**src/hw/cis_pkg.sv**
```systemverilog
/*
 * Shared constants, types and helpers for the interrupt sequencer.
 * Assumes a byte-wide stack memory and a word-addressed program memory.
 */
package cis_pkg;

    // Program counter and stack widths, default source count
    localparam int PC_W = 10;
    localparam int SP_W = 8;
    localparam int BYTE_W = 8;
    localparam int N_SRC_DEF = 8;

    // Sequence lengths in core clock cycles
    localparam int ENTRY_CYCLES = 4;
    localparam int RETURN_CYCLES = 4;
    localparam int WAKE_CYCLES = 4;

    // Vector table: reset at the bottom, sources above it
    localparam logic [PC_W-1:0] VEC_RESET = 10'h000;
    localparam logic [PC_W-1:0] VEC_STRIDE = 10'h001;

    // Stack pointer steps
    localparam logic [SP_W-1:0] SP_ONE = 8'h01;
    localparam logic [SP_W-1:0] SP_TWO = 8'h02;

    // Sequence step counter
    typedef logic [1:0] cis_cnt_t;
    localparam cis_cnt_t CNT_ZERO = 2'h0;
    localparam cis_cnt_t CNT_ONE = 2'h1;
    localparam cis_cnt_t CNT_TWO = 2'h2;

    // Sequencer states
    typedef enum logic [1:0] {ST_RUN, ST_WAKE, ST_ENTRY, ST_RETURN} cis_state_t;

    // Vector address of source index idx
    function automatic logic [PC_W-1:0] vector_addr(input logic [7:0] idx);
        logic [PC_W-1:0] slot;
        slot = PC_W'(idx) + 10'h001;
        vector_addr = VEC_RESET + PC_W'(slot * VEC_STRIDE);
    endfunction : vector_addr

endpackage : cis_pkg

```
**src/hw/cis_irq_if.sv**
```systemverilog
/*
 * Request and selection signals shared by flag bank, arbiter and sequencer.
 * Assumes all three parties sit in one clock domain.
 */
`timescale 1ns/10ps
interface cis_irq_if #(parameter int N = 8, parameter int IW = 3);
    logic [N-1:0] pend;      // Requests, flag or level
    logic [N-1:0] en;        // Per-source enables
    logic [N-1:0] hw_clr;    // Hardware flag clear on acceptance
    logic sel_valid;         // Some enabled request pending
    logic [IW-1:0] sel_idx;  // Winning source index

    modport bank (output pend, input hw_clr);
    modport arb (input pend, input en, output sel_valid, output sel_idx);
    modport seq (input pend, input sel_valid, input sel_idx, output en, output hw_clr);
endinterface : cis_irq_if

```
**src/hw/cis_sequencer.sv**
```systemverilog
/*
 * Interrupt entry and return sequencer of the core.
 * Assumes the core pulses i_instr_done at each instruction boundary,
 * gives op strobes with that pulse, and stalls while o_core_hold is high.
 * Stack memory returns read data one cycle after o_stack_re.
 */
`timescale 1ns/10ps

module cis_sequencer #(
    parameter int N_SRC = cis_pkg::N_SRC_DEF
) (
    // Core clock, undivided, and reset
    input wire logic i_ref_clk,
    input wire logic i_reset_n,
    // Interrupt sources
    input wire logic [N_SRC-1:0] i_flag_event,
    input wire logic [N_SRC-1:0] i_level_req,
    input wire logic [N_SRC-1:0] i_src_is_level,
    input wire logic [N_SRC-1:0] i_src_enable,
    input wire logic [N_SRC-1:0] i_flag_clear_wr,
    output logic [N_SRC-1:0] o_flag_pending,
    // Instruction sequencer
    input wire logic i_instr_done,
    input wire logic i_op_sei,
    input wire logic i_global_disable_op,
    input wire logic i_return_from_irq_op,
    input wire logic i_flags_wr,
    input wire logic i_flags_gie,
    input wire logic [cis_pkg::PC_W-1:0] i_program_counter,
    output logic o_global_enable,
    output logic o_core_hold,
    output logic o_irq_ack,
    output logic o_vector_valid,
    output logic [cis_pkg::PC_W-1:0] o_vector_addr,
    output logic o_pc_restore_valid,
    output logic [cis_pkg::PC_W-1:0] o_pc_restore,
    // Sleep
    input wire logic i_sleeping,
    input wire logic i_wake_ready,
    output logic o_wake_req,
    // Stack pointer and stack memory
    input wire logic i_sp_load,
    input wire logic [cis_pkg::SP_W-1:0] i_sp_wdata,
    output logic [cis_pkg::SP_W-1:0] o_sp,
    output logic o_stack_we,
    output logic o_stack_re,
    output logic [cis_pkg::SP_W-1:0] o_stack_addr,
    output logic [cis_pkg::BYTE_W-1:0] o_stack_wdata,
    input wire logic [cis_pkg::BYTE_W-1:0] i_stack_rdata
);
    localparam int IW = (N_SRC > 1) ? $clog2(N_SRC) : 1;
    localparam int HI_W = cis_pkg::PC_W - cis_pkg::BYTE_W;

    cis_irq_if #(.N(N_SRC), .IW(IW)) irq ();

    // Flags and request merge
    cis_flag_bank #(.N(N_SRC)) u_bank (
        .i_ref_clk(i_ref_clk),
        .i_reset_n(i_reset_n),
        .i_event(i_flag_event),
        .i_level(i_level_req),
        .i_is_level(i_src_is_level),
        .i_clr_wr(i_flag_clear_wr),
        .o_flags(o_flag_pending),
        .irq(irq)
    );

    // Priority pick
    cis_arbiter #(.N(N_SRC), .IW(IW)) u_arb (
        .i_ref_clk(i_ref_clk),
        .i_reset_n(i_reset_n),
        .irq(irq)
    );

    // Sequencer state
    cis_pkg::cis_state_t state_reg, state_next;
    cis_pkg::cis_cnt_t cnt_reg, cnt_next;
    logic [IW-1:0] sel_reg, sel_next;  // Latched winner
    logic [cis_pkg::PC_W-1:0] pc_save_reg, pc_save_next;  // Address to push
    logic [cis_pkg::BYTE_W-1:0] pop_hi_reg, pop_hi_next;  // Popped high byte
    logic [cis_pkg::SP_W-1:0] sp_reg, sp_next;
    logic gie_reg, gie_next;  // Global enable
    logic hold_off_reg, hold_off_next;  // One instruction must run first
    // Registered outputs
    logic hold_reg, hold_next;
    logic ack_reg, ack_next;
    logic vec_valid_reg, vec_valid_next;
    logic [cis_pkg::PC_W-1:0] vec_addr_reg, vec_addr_next;
    logic rest_valid_reg, rest_valid_next;
    logic [cis_pkg::PC_W-1:0] rest_reg, rest_next;
    logic wake_reg, wake_next;
    logic we_reg, we_next;
    logic re_reg, re_next;
    logic [cis_pkg::SP_W-1:0] addr_reg, addr_next;
    logic [cis_pkg::BYTE_W-1:0] wdata_reg, wdata_next;
    logic take_ok;  // Accept a request this cycle

    assign irq.en = i_src_enable;

    // Acceptance: boundary or sleep, global enable, no blockers
    always_comb
    begin
        take_ok = (state_reg == cis_pkg::ST_RUN) && gie_reg && irq.sel_valid
            && !i_global_disable_op && !i_op_sei && !hold_off_reg
            && !i_return_from_irq_op && (i_instr_done || i_sleeping);
    end

    // Next state and outputs
    always_comb
    begin
        state_next = state_reg;
        cnt_next = cnt_reg + cis_pkg::CNT_ONE;
        sel_next = sel_reg;
        pc_save_next = pc_save_reg;
        pop_hi_next = pop_hi_reg;
        sp_next = sp_reg;
        gie_next = gie_reg;
        hold_off_next = hold_off_reg;
        ack_next = 1'b0;
        vec_valid_next = 1'b0;
        vec_addr_next = vec_addr_reg;
        rest_valid_next = 1'b0;
        rest_next = rest_reg;
        we_next = 1'b0;
        re_next = 1'b0;
        addr_next = addr_reg;
        wdata_next = wdata_reg;
        irq.hw_clr = '0;
        // Boundary reached, the deferred instruction has run
        if (i_instr_done)
            hold_off_next = 1'b0;
        // Software writes only the enable bit; other flags stay with the core
        if (i_flags_wr)
            gie_next = i_flags_gie;
        if (i_op_sei)
        begin
            gie_next = 1'b1;
            hold_off_next = 1'b1;
        end
        if (i_global_disable_op)
            gie_next = 1'b0;
        case (state_reg)
            cis_pkg::ST_RUN:
            begin
                // Software stack pointer load
                if (i_sp_load)
                    sp_next = i_sp_wdata;
                if (i_return_from_irq_op && i_instr_done)
                begin
                    // Pop high byte first, at sp+1
                    state_next = cis_pkg::ST_RETURN;
                    cnt_next = cis_pkg::CNT_ZERO;
                    re_next = 1'b1;
                    addr_next = sp_reg + cis_pkg::SP_ONE;
                end
                else if (take_ok)
                begin
                    sel_next = irq.sel_idx;
                    pc_save_next = i_program_counter;
                    gie_next = 1'b0;
                    ack_next = 1'b1;
                    irq.hw_clr[irq.sel_idx] = ~i_src_is_level[irq.sel_idx];
                    cnt_next = cis_pkg::CNT_ZERO;
                    state_next = i_sleeping ? cis_pkg::ST_WAKE : cis_pkg::ST_ENTRY;
                end
            end
            cis_pkg::ST_WAKE:
            begin
                // Extra cycles count only after start-up completes
                if (!i_wake_ready)
                    cnt_next = cis_pkg::CNT_ZERO;
                else if (cnt_reg == cis_pkg::cis_cnt_t'(cis_pkg::WAKE_CYCLES - 1))
                begin
                    state_next = cis_pkg::ST_ENTRY;
                    cnt_next = cis_pkg::CNT_ZERO;
                end
            end
            cis_pkg::ST_ENTRY:
            begin
                // Low byte at sp, high byte at sp-1, then sp-2
                if (cnt_reg == cis_pkg::CNT_ZERO)
                begin
                    we_next = 1'b1;
                    addr_next = sp_reg;
                    wdata_next = pc_save_reg[cis_pkg::BYTE_W-1:0];
                end
                else if (cnt_reg == cis_pkg::CNT_ONE)
                begin
                    we_next = 1'b1;
                    addr_next = sp_reg - cis_pkg::SP_ONE;
                    wdata_next = {{(2 * cis_pkg::BYTE_W - cis_pkg::PC_W){1'b0}},
                        pc_save_reg[cis_pkg::PC_W-1:cis_pkg::BYTE_W]};
                end
                else if (cnt_reg == cis_pkg::CNT_TWO)
                    sp_next = sp_reg - cis_pkg::SP_TWO;
                else
                begin
                    vec_valid_next = 1'b1;
                    vec_addr_next = cis_pkg::vector_addr(8'(sel_reg));
                    state_next = cis_pkg::ST_RUN;
                end
            end
            cis_pkg::ST_RETURN:
            begin
                if (cnt_reg == cis_pkg::CNT_ZERO)
                begin
                    // Low byte request at sp+2
                    re_next = 1'b1;
                    addr_next = sp_reg + cis_pkg::SP_TWO;
                end
                else if (cnt_reg == cis_pkg::CNT_ONE)
                    pop_hi_next = i_stack_rdata;
                else if (cnt_reg == cis_pkg::CNT_TWO)
                    rest_next = {pop_hi_reg[HI_W-1:0], i_stack_rdata};
                else
                begin
                    rest_valid_next = 1'b1;
                    sp_next = sp_reg + cis_pkg::SP_TWO;
                    gie_next = 1'b1;
                    hold_off_next = 1'b1;
                    state_next = cis_pkg::ST_RUN;
                end
            end
            default:
                state_next = cis_pkg::ST_RUN;
        endcase
        hold_next = (state_next != cis_pkg::ST_RUN);
        wake_next = (state_next == cis_pkg::ST_WAKE);
    end

    // State registers on the core clock
    always_ff @(posedge i_ref_clk or negedge i_reset_n)
    begin
        if (!i_reset_n)
        begin
            state_reg <= cis_pkg::ST_RUN;
            cnt_reg <= cis_pkg::CNT_ZERO;
            sel_reg <= '0;
            pc_save_reg <= '0;
            pop_hi_reg <= '0;
            sp_reg <= '0;
            gie_reg <= 1'b0;
            hold_off_reg <= 1'b0;
            hold_reg <= 1'b0;
            ack_reg <= 1'b0;
            vec_valid_reg <= 1'b0;
            vec_addr_reg <= cis_pkg::VEC_RESET;
            rest_valid_reg <= 1'b0;
            rest_reg <= '0;
            wake_reg <= 1'b0;
            we_reg <= 1'b0;
            re_reg <= 1'b0;
            addr_reg <= '0;
            wdata_reg <= '0;
        end
        else
        begin
            state_reg <= state_next;
            cnt_reg <= cnt_next;
            sel_reg <= sel_next;
            pc_save_reg <= pc_save_next;
            pop_hi_reg <= pop_hi_next;
            sp_reg <= sp_next;
            gie_reg <= gie_next;
            hold_off_reg <= hold_off_next;
            hold_reg <= hold_next;
            ack_reg <= ack_next;
            vec_valid_reg <= vec_valid_next;
            vec_addr_reg <= vec_addr_next;
            rest_valid_reg <= rest_valid_next;
            rest_reg <= rest_next;
            wake_reg <= wake_next;
            we_reg <= we_next;
            re_reg <= re_next;
            addr_reg <= addr_next;
            wdata_reg <= wdata_next;
        end
    end

    // Outputs straight from registers
    assign o_global_enable = gie_reg;
    assign o_core_hold = hold_reg;
    assign o_irq_ack = ack_reg;
    assign o_vector_valid = vec_valid_reg;
    assign o_vector_addr = vec_addr_reg;
    assign o_pc_restore_valid = rest_valid_reg;
    assign o_pc_restore = rest_reg;
    assign o_wake_req = wake_reg;
    assign o_sp = sp_reg;
    assign o_stack_we = we_reg;
    assign o_stack_re = re_reg;
    assign o_stack_addr = addr_reg;
    assign o_stack_wdata = wdata_reg;
endmodule : cis_sequencer

```
**src/hw/cis_flag_bank.sv**
```systemverilog
/*
 * Pending flags of flag-type sources, merged with level-type requests.
 * Assumes event, clear and type inputs are synchronous to the clock.
 */
`timescale 1ns/10ps
module cis_flag_bank #(
    parameter int N = 8
) (
    // Clock and reset
    input wire logic i_ref_clk,
    input wire logic i_reset_n,
    // Source side
    input wire logic [N-1:0] i_event,
    input wire logic [N-1:0] i_level,
    input wire logic [N-1:0] i_is_level,
    input wire logic [N-1:0] i_clr_wr,
    // Flag state
    output logic [N-1:0] o_flags,
    // Towards arbiter and sequencer
    cis_irq_if.bank irq
);
    logic [N-1:0] flags_reg;   // Stored flags
    logic [N-1:0] flags_next;  // Next flags

    // Clears first, then events so a set wins
    always_comb
    begin
        flags_next = flags_reg & ~i_clr_wr & ~irq.hw_clr;
        flags_next = flags_next | (i_event & ~i_is_level);
    end

    // Flag registers
    always_ff @(posedge i_ref_clk or negedge i_reset_n)
    begin
        if (!i_reset_n)
            flags_reg <= '0;
        else
            flags_reg <= flags_next;
    end

    // Level sources ask only while their condition holds
    assign irq.pend = (flags_reg & ~i_is_level) | (i_level & i_is_level);
    assign o_flags = flags_reg;
endmodule : cis_flag_bank

```
**src/hw/cis_arbiter.sv**
```systemverilog
/*
 * Fixed priority pick: the lowest enabled pending index wins.
 * Assumes index zero is the external request right below reset.
 */
`timescale 1ns/10ps
module cis_arbiter #(
    parameter int N = 8,
    parameter int IW = 3
) (
    // Clock and reset, used by checks only
    input wire logic i_ref_clk,
    input wire logic i_reset_n,
    // Requests in, choice out
    cis_irq_if.arb irq
);
    // Lowest set bit of a request vector
    function automatic logic [IW-1:0] lowest(input logic [N-1:0] req);
        lowest = '0;
        for (int k = N - 1; k >= 0; k--)
        begin
            if (req[k])
                lowest = IW'(k);
        end
    endfunction : lowest

    logic [N-1:0] live;  // Pending and enabled

    // Priority by index, lower vector first
    always_comb
    begin
        live = irq.pend & irq.en;
        irq.sel_valid = |live;
        irq.sel_idx = lowest(live);
    end
endmodule : cis_arbiter

```
**config.mk**
```make
export PLATFORM = sky130hd
export DESIGN_NAME = cis_sequencer
export DESIGN_NICKNAME = d
export VERILOG_FILES = /design/src/hw/cis_pkg.sv /design/src/hw/cis_irq_if.sv /design/src/hw/cis_sequencer.sv /design/src/hw/cis_flag_bank.sv /design/src/hw/cis_arbiter.sv
export SDC_FILE = /design/constraint.sdc
export NUM_CORES = 1
export LEC_CHECK = 0
export ABC_AREA = 1
export BUFFER_PORTS_ARGS = -buffer_cell sky130_fd_sc_hd__clkbuf_2
export CORE_MARGIN = 2
export CORE_UTILIZATION = 55
export DETAILED_ROUTE_END_ITERATION = 16
export HOLD_SLACK_MARGIN = 0.12
export PLACE_DENSITY = 0.87
export SLEW_MARGIN = 20
export SYNTH_ARGS = -nofsm -noshare
export SYNTH_HDL_FRONTEND = slang
export SYNTH_SLANG_ARGS = --single-unit
```
**constraint.sdc**
```tcl
create_clock -name i_ref_clk -period 4.85 [get_ports i_ref_clk]
set_input_delay 0.97 -clock i_ref_clk [delete_from_list [all_inputs] [get_ports i_ref_clk]]
set_output_delay 0.97 -clock i_ref_clk [all_outputs]
set_load 0.02 [all_outputs]
```
==> results.toml <==
[run_status]
status = "finished, final reports clean"

[critical_path]
slowest_stage = "nor2_1"
critPathBufInv = 1
cp_max_fo = 12
cp.required_ps = 5070
crit_chain = "inv_1 -> ha_1 -> nor2_1 -> nand3_1 -> mux2_2"
start_kind = "flop"
crit_family = "simple AND/OR/NAND/NOR gates"
ff2ff_path_depth = 5
timing.rr.end = "o_pc_restore[9]"
max_stage_delay_ps = 700
ff2ff_setup_slack_ps = 2120
critPathKind = "reg -> reg"
cp.depth = 5
r2r-start = "cnt_reg[0]"
worstSetupEndpointType = "flop"
crit_arrival_ps = 2950

[grt]
gr-total-overflow = 0
grt_pass1_vias = 3958
grt_pass1_wl_um = 17280
grt_usage_pct = 24.93
grt_max_degree = 75
antenna_found_initial = 0

[routing]
ant_nets = 0
post_drt_via_cell_ratio = 5.233
drt_pass1_iterations = 11
drc_errors = 0
wl_per_cell_um = 13.31
totalWireLength_um = 10440
first_iter_violations = 249
num_vias = 4103

[cts]
cts_buffer_depth = 2
clkTransAtPathRegs_ps = 80
cts_tree = "yes"
htreeDepth = 3
clock_latency_ps = 340
cts_root_buffer = "clkbuf_8"
cts_resized = 0
holdBufCountCts = 0
cts_inserted_buffers = 9
postCtsSetupRepairBufs = 0
clock-sinks = 74

[sta]
layout_min_cycle_time_ps = 2727
rsz0062_at_grt = "false"
tns_ps = 0
layout_worst_path_cycle_share_pct = 56.22
tightest_slew_ps = 949.8
max_slew_margin_pct = 36.68
slew_viol_final = 0
clock.fmax_mhz = 366.7
hold_viol = 0
skew_ps = 15.03
setup_viol = 0

[yosys]
ys.flop_type = "dfrtp_1"
synthArstFlopShare_pct = 100.0
synth_top_cell_by_area = "dfrtp_1"
synth-edff-count = 0
synth_seq_cells = 74
synth_area_leaders = "dfrtp_1 43%, nand2_1 13%, inv_1 5.2%"
synth_area_per_cell_sq_um = 7.791
synth_top_area_share_pct = 43.14
yosysWarnings = 0
syn_inst = 551
synth_commonest_cells = "151 x nand2_1, 74 x dfrtp_1, 59 x inv_1"
ys_seq_area_share_pct = 43.14
yosysMostFrequentCell = "nand2_1"
ys_types = 43
synth_area_sq_mm = 0.004293

[place]
gp_congestion = 0.9042
portBuffers = 130
dp_hpwl_um = 7744

[floorplan]
num_io_pins = 137
dieArea_sq_mm = 0.008528
die_h_um = 92.35
core_area_sq_mm = 0.007647
die_x_um = 92.35
rows = 32
start_util_pct = 56.14

[pwr]
power.total_mw = 3.216
p_leak_nw = 2.771
powerDensity_mw_per_mm2 = 619.2
vdd_drop_max_mv = 0.2855

[finish]
multi_input_area_sq_mm = 0.002072
nNetsFinal = 770
drive_gt1_share_pct = 27.27
n_antenna_cell = 0
num-fill-cells = 660
area_growth_pct = 20.99
register_area_sq_mm = 0.001852

[hold_path]
hold_path_end = "o_vector_addr[1]"
whs_path_depth = 2
hp-start = "o_vector_addr[1]"
hp-class = "reg -> reg"

[job]
maxCapViolations = 0
power breakdown:
part	switching (mW)	leakage [nW]	internal (mW)	total, mW
clock network	0.241	0.111	0.292	0.533
registers	0.190	0.905	0.862	1.05
logic	1.08	1.75	0.554	1.63
worst max-delay path by stage:
stage                        start                 to  slack, ps
6_report                cnt_reg[0]    o_pc_restore[9]       2120
5_1_grt                 cnt_reg[0]    o_pc_restore[9]       1800
4_1_cts                 cnt_reg[0]    o_pc_restore[9]       2100
3_5_place_dp   i_global_disable_op  u_bank.o_flags[7]       2020
3_3_place_gp   i_global_disable_op  u_bank.o_flags[7]       2070
2_1_floorplan  i_global_disable_op  u_bank.o_flags[7]       2570
layout make-up:
| cell class | instances | share of cell area, % |
|---|---|---|
| clock buffers | 10 | 2.457 |
| multi-input cells | 389 | 39.89 |
| clock inverters | 6 | 1.686 |
| well taps | 102 | 2.457 |
| flip-flops and latches | 74 | 35.65 |
| inverters | 73 | 5.276 |
| repair buffers | 130 | 12.58 |
layer usage:
layer  GRT usage [%]  vias up  part of all wire, %
li1                -     2025                    -
met1           32.40     1881                   42
met2           41.91      174                   49
met3           4.475       23                  6.9
met4           9.080        0                  1.7
met5               0        -                    0
worst register-to-register path, cell delays in order, from the launching register on:
cell,delay (ps)
dfrtp_1,440
inv_1,100
ha_1,320
nor2_1,700
nand3_1,610
mux2_2,450
cell families (layout without fill, tap and decap cells):
family                     after synthesis  after routing  synth area share [%]
DFF                                     74             74                 43.14
and+or+nand+nor                        262            262                 25.85
other                                    1              6               0.08735
buffers and inverters                   93            219                 9.035
AOI/OAI and AO/OA                       93             93                 14.25
muxes                                    9              9                 2.361
adders and majority gates               16             16                 4.663
xor gates and xnor gates                 3              3                0.6122
cell usage in the layout, fill, tap and decap left out, types with 2 or more instances in the layout:
cell type / synthesis / routed
a21oi_1: 17 / 17
a21oi_2: 2 / 2
a31oi_1: 3 / 3
a41oi_1: 9 / 9
bufinv_16: 0 / 2
clkbuf_2: 0 / 129
clkbuf_8: 0 / 9
clkinv_1: 2 / 2
clkinv_2: 0 / 2
conb_1: 1 / 6
dfrtp_1: 74 / 74
ha_1: 16 / 16
inv_1: 59 / 59
inv_2: 12 / 12
inv_6: 0 / 2
mux2_2: 9 / 9
nand2_1: 151 / 151
nand2_2: 5 / 5
nand3_1: 29 / 29
nand4_1: 4 / 4
nor2_1: 58 / 58
nor2_4: 3 / 3
nor3_1: 4 / 4
o211ai_1: 6 / 6
o211ai_2: 3 / 3
o21ai_0: 37 / 37
o21ai_1: 7 / 7
o22ai_1: 2 / 2
or2_1: 2 / 2
xor2_1: 2 / 2
per-stage QoR:
step | instance area [sq um] | hold WS (ps) | worst slack, ps | utilization [%] | cells
3_3_place_gp | 4979 | 463.2 | 2071 | 65.10 | 768
2_1_floorplan | 4312 | 449.2 | 2569 | - | 556
5_1_grt | 5194 | 511.6 | 1796 | 67.92 | 784
3_5_place_dp | 4979 | 462.9 | 2017 | 65.10 | 768
6_report | 5194 | 484.7 | 2123 | 67.92 | 784
4_1_cts | 5194 | 484.1 | 2104 | 67.92 | 784
Note: power is estimated with default switching activity, not from simulation.
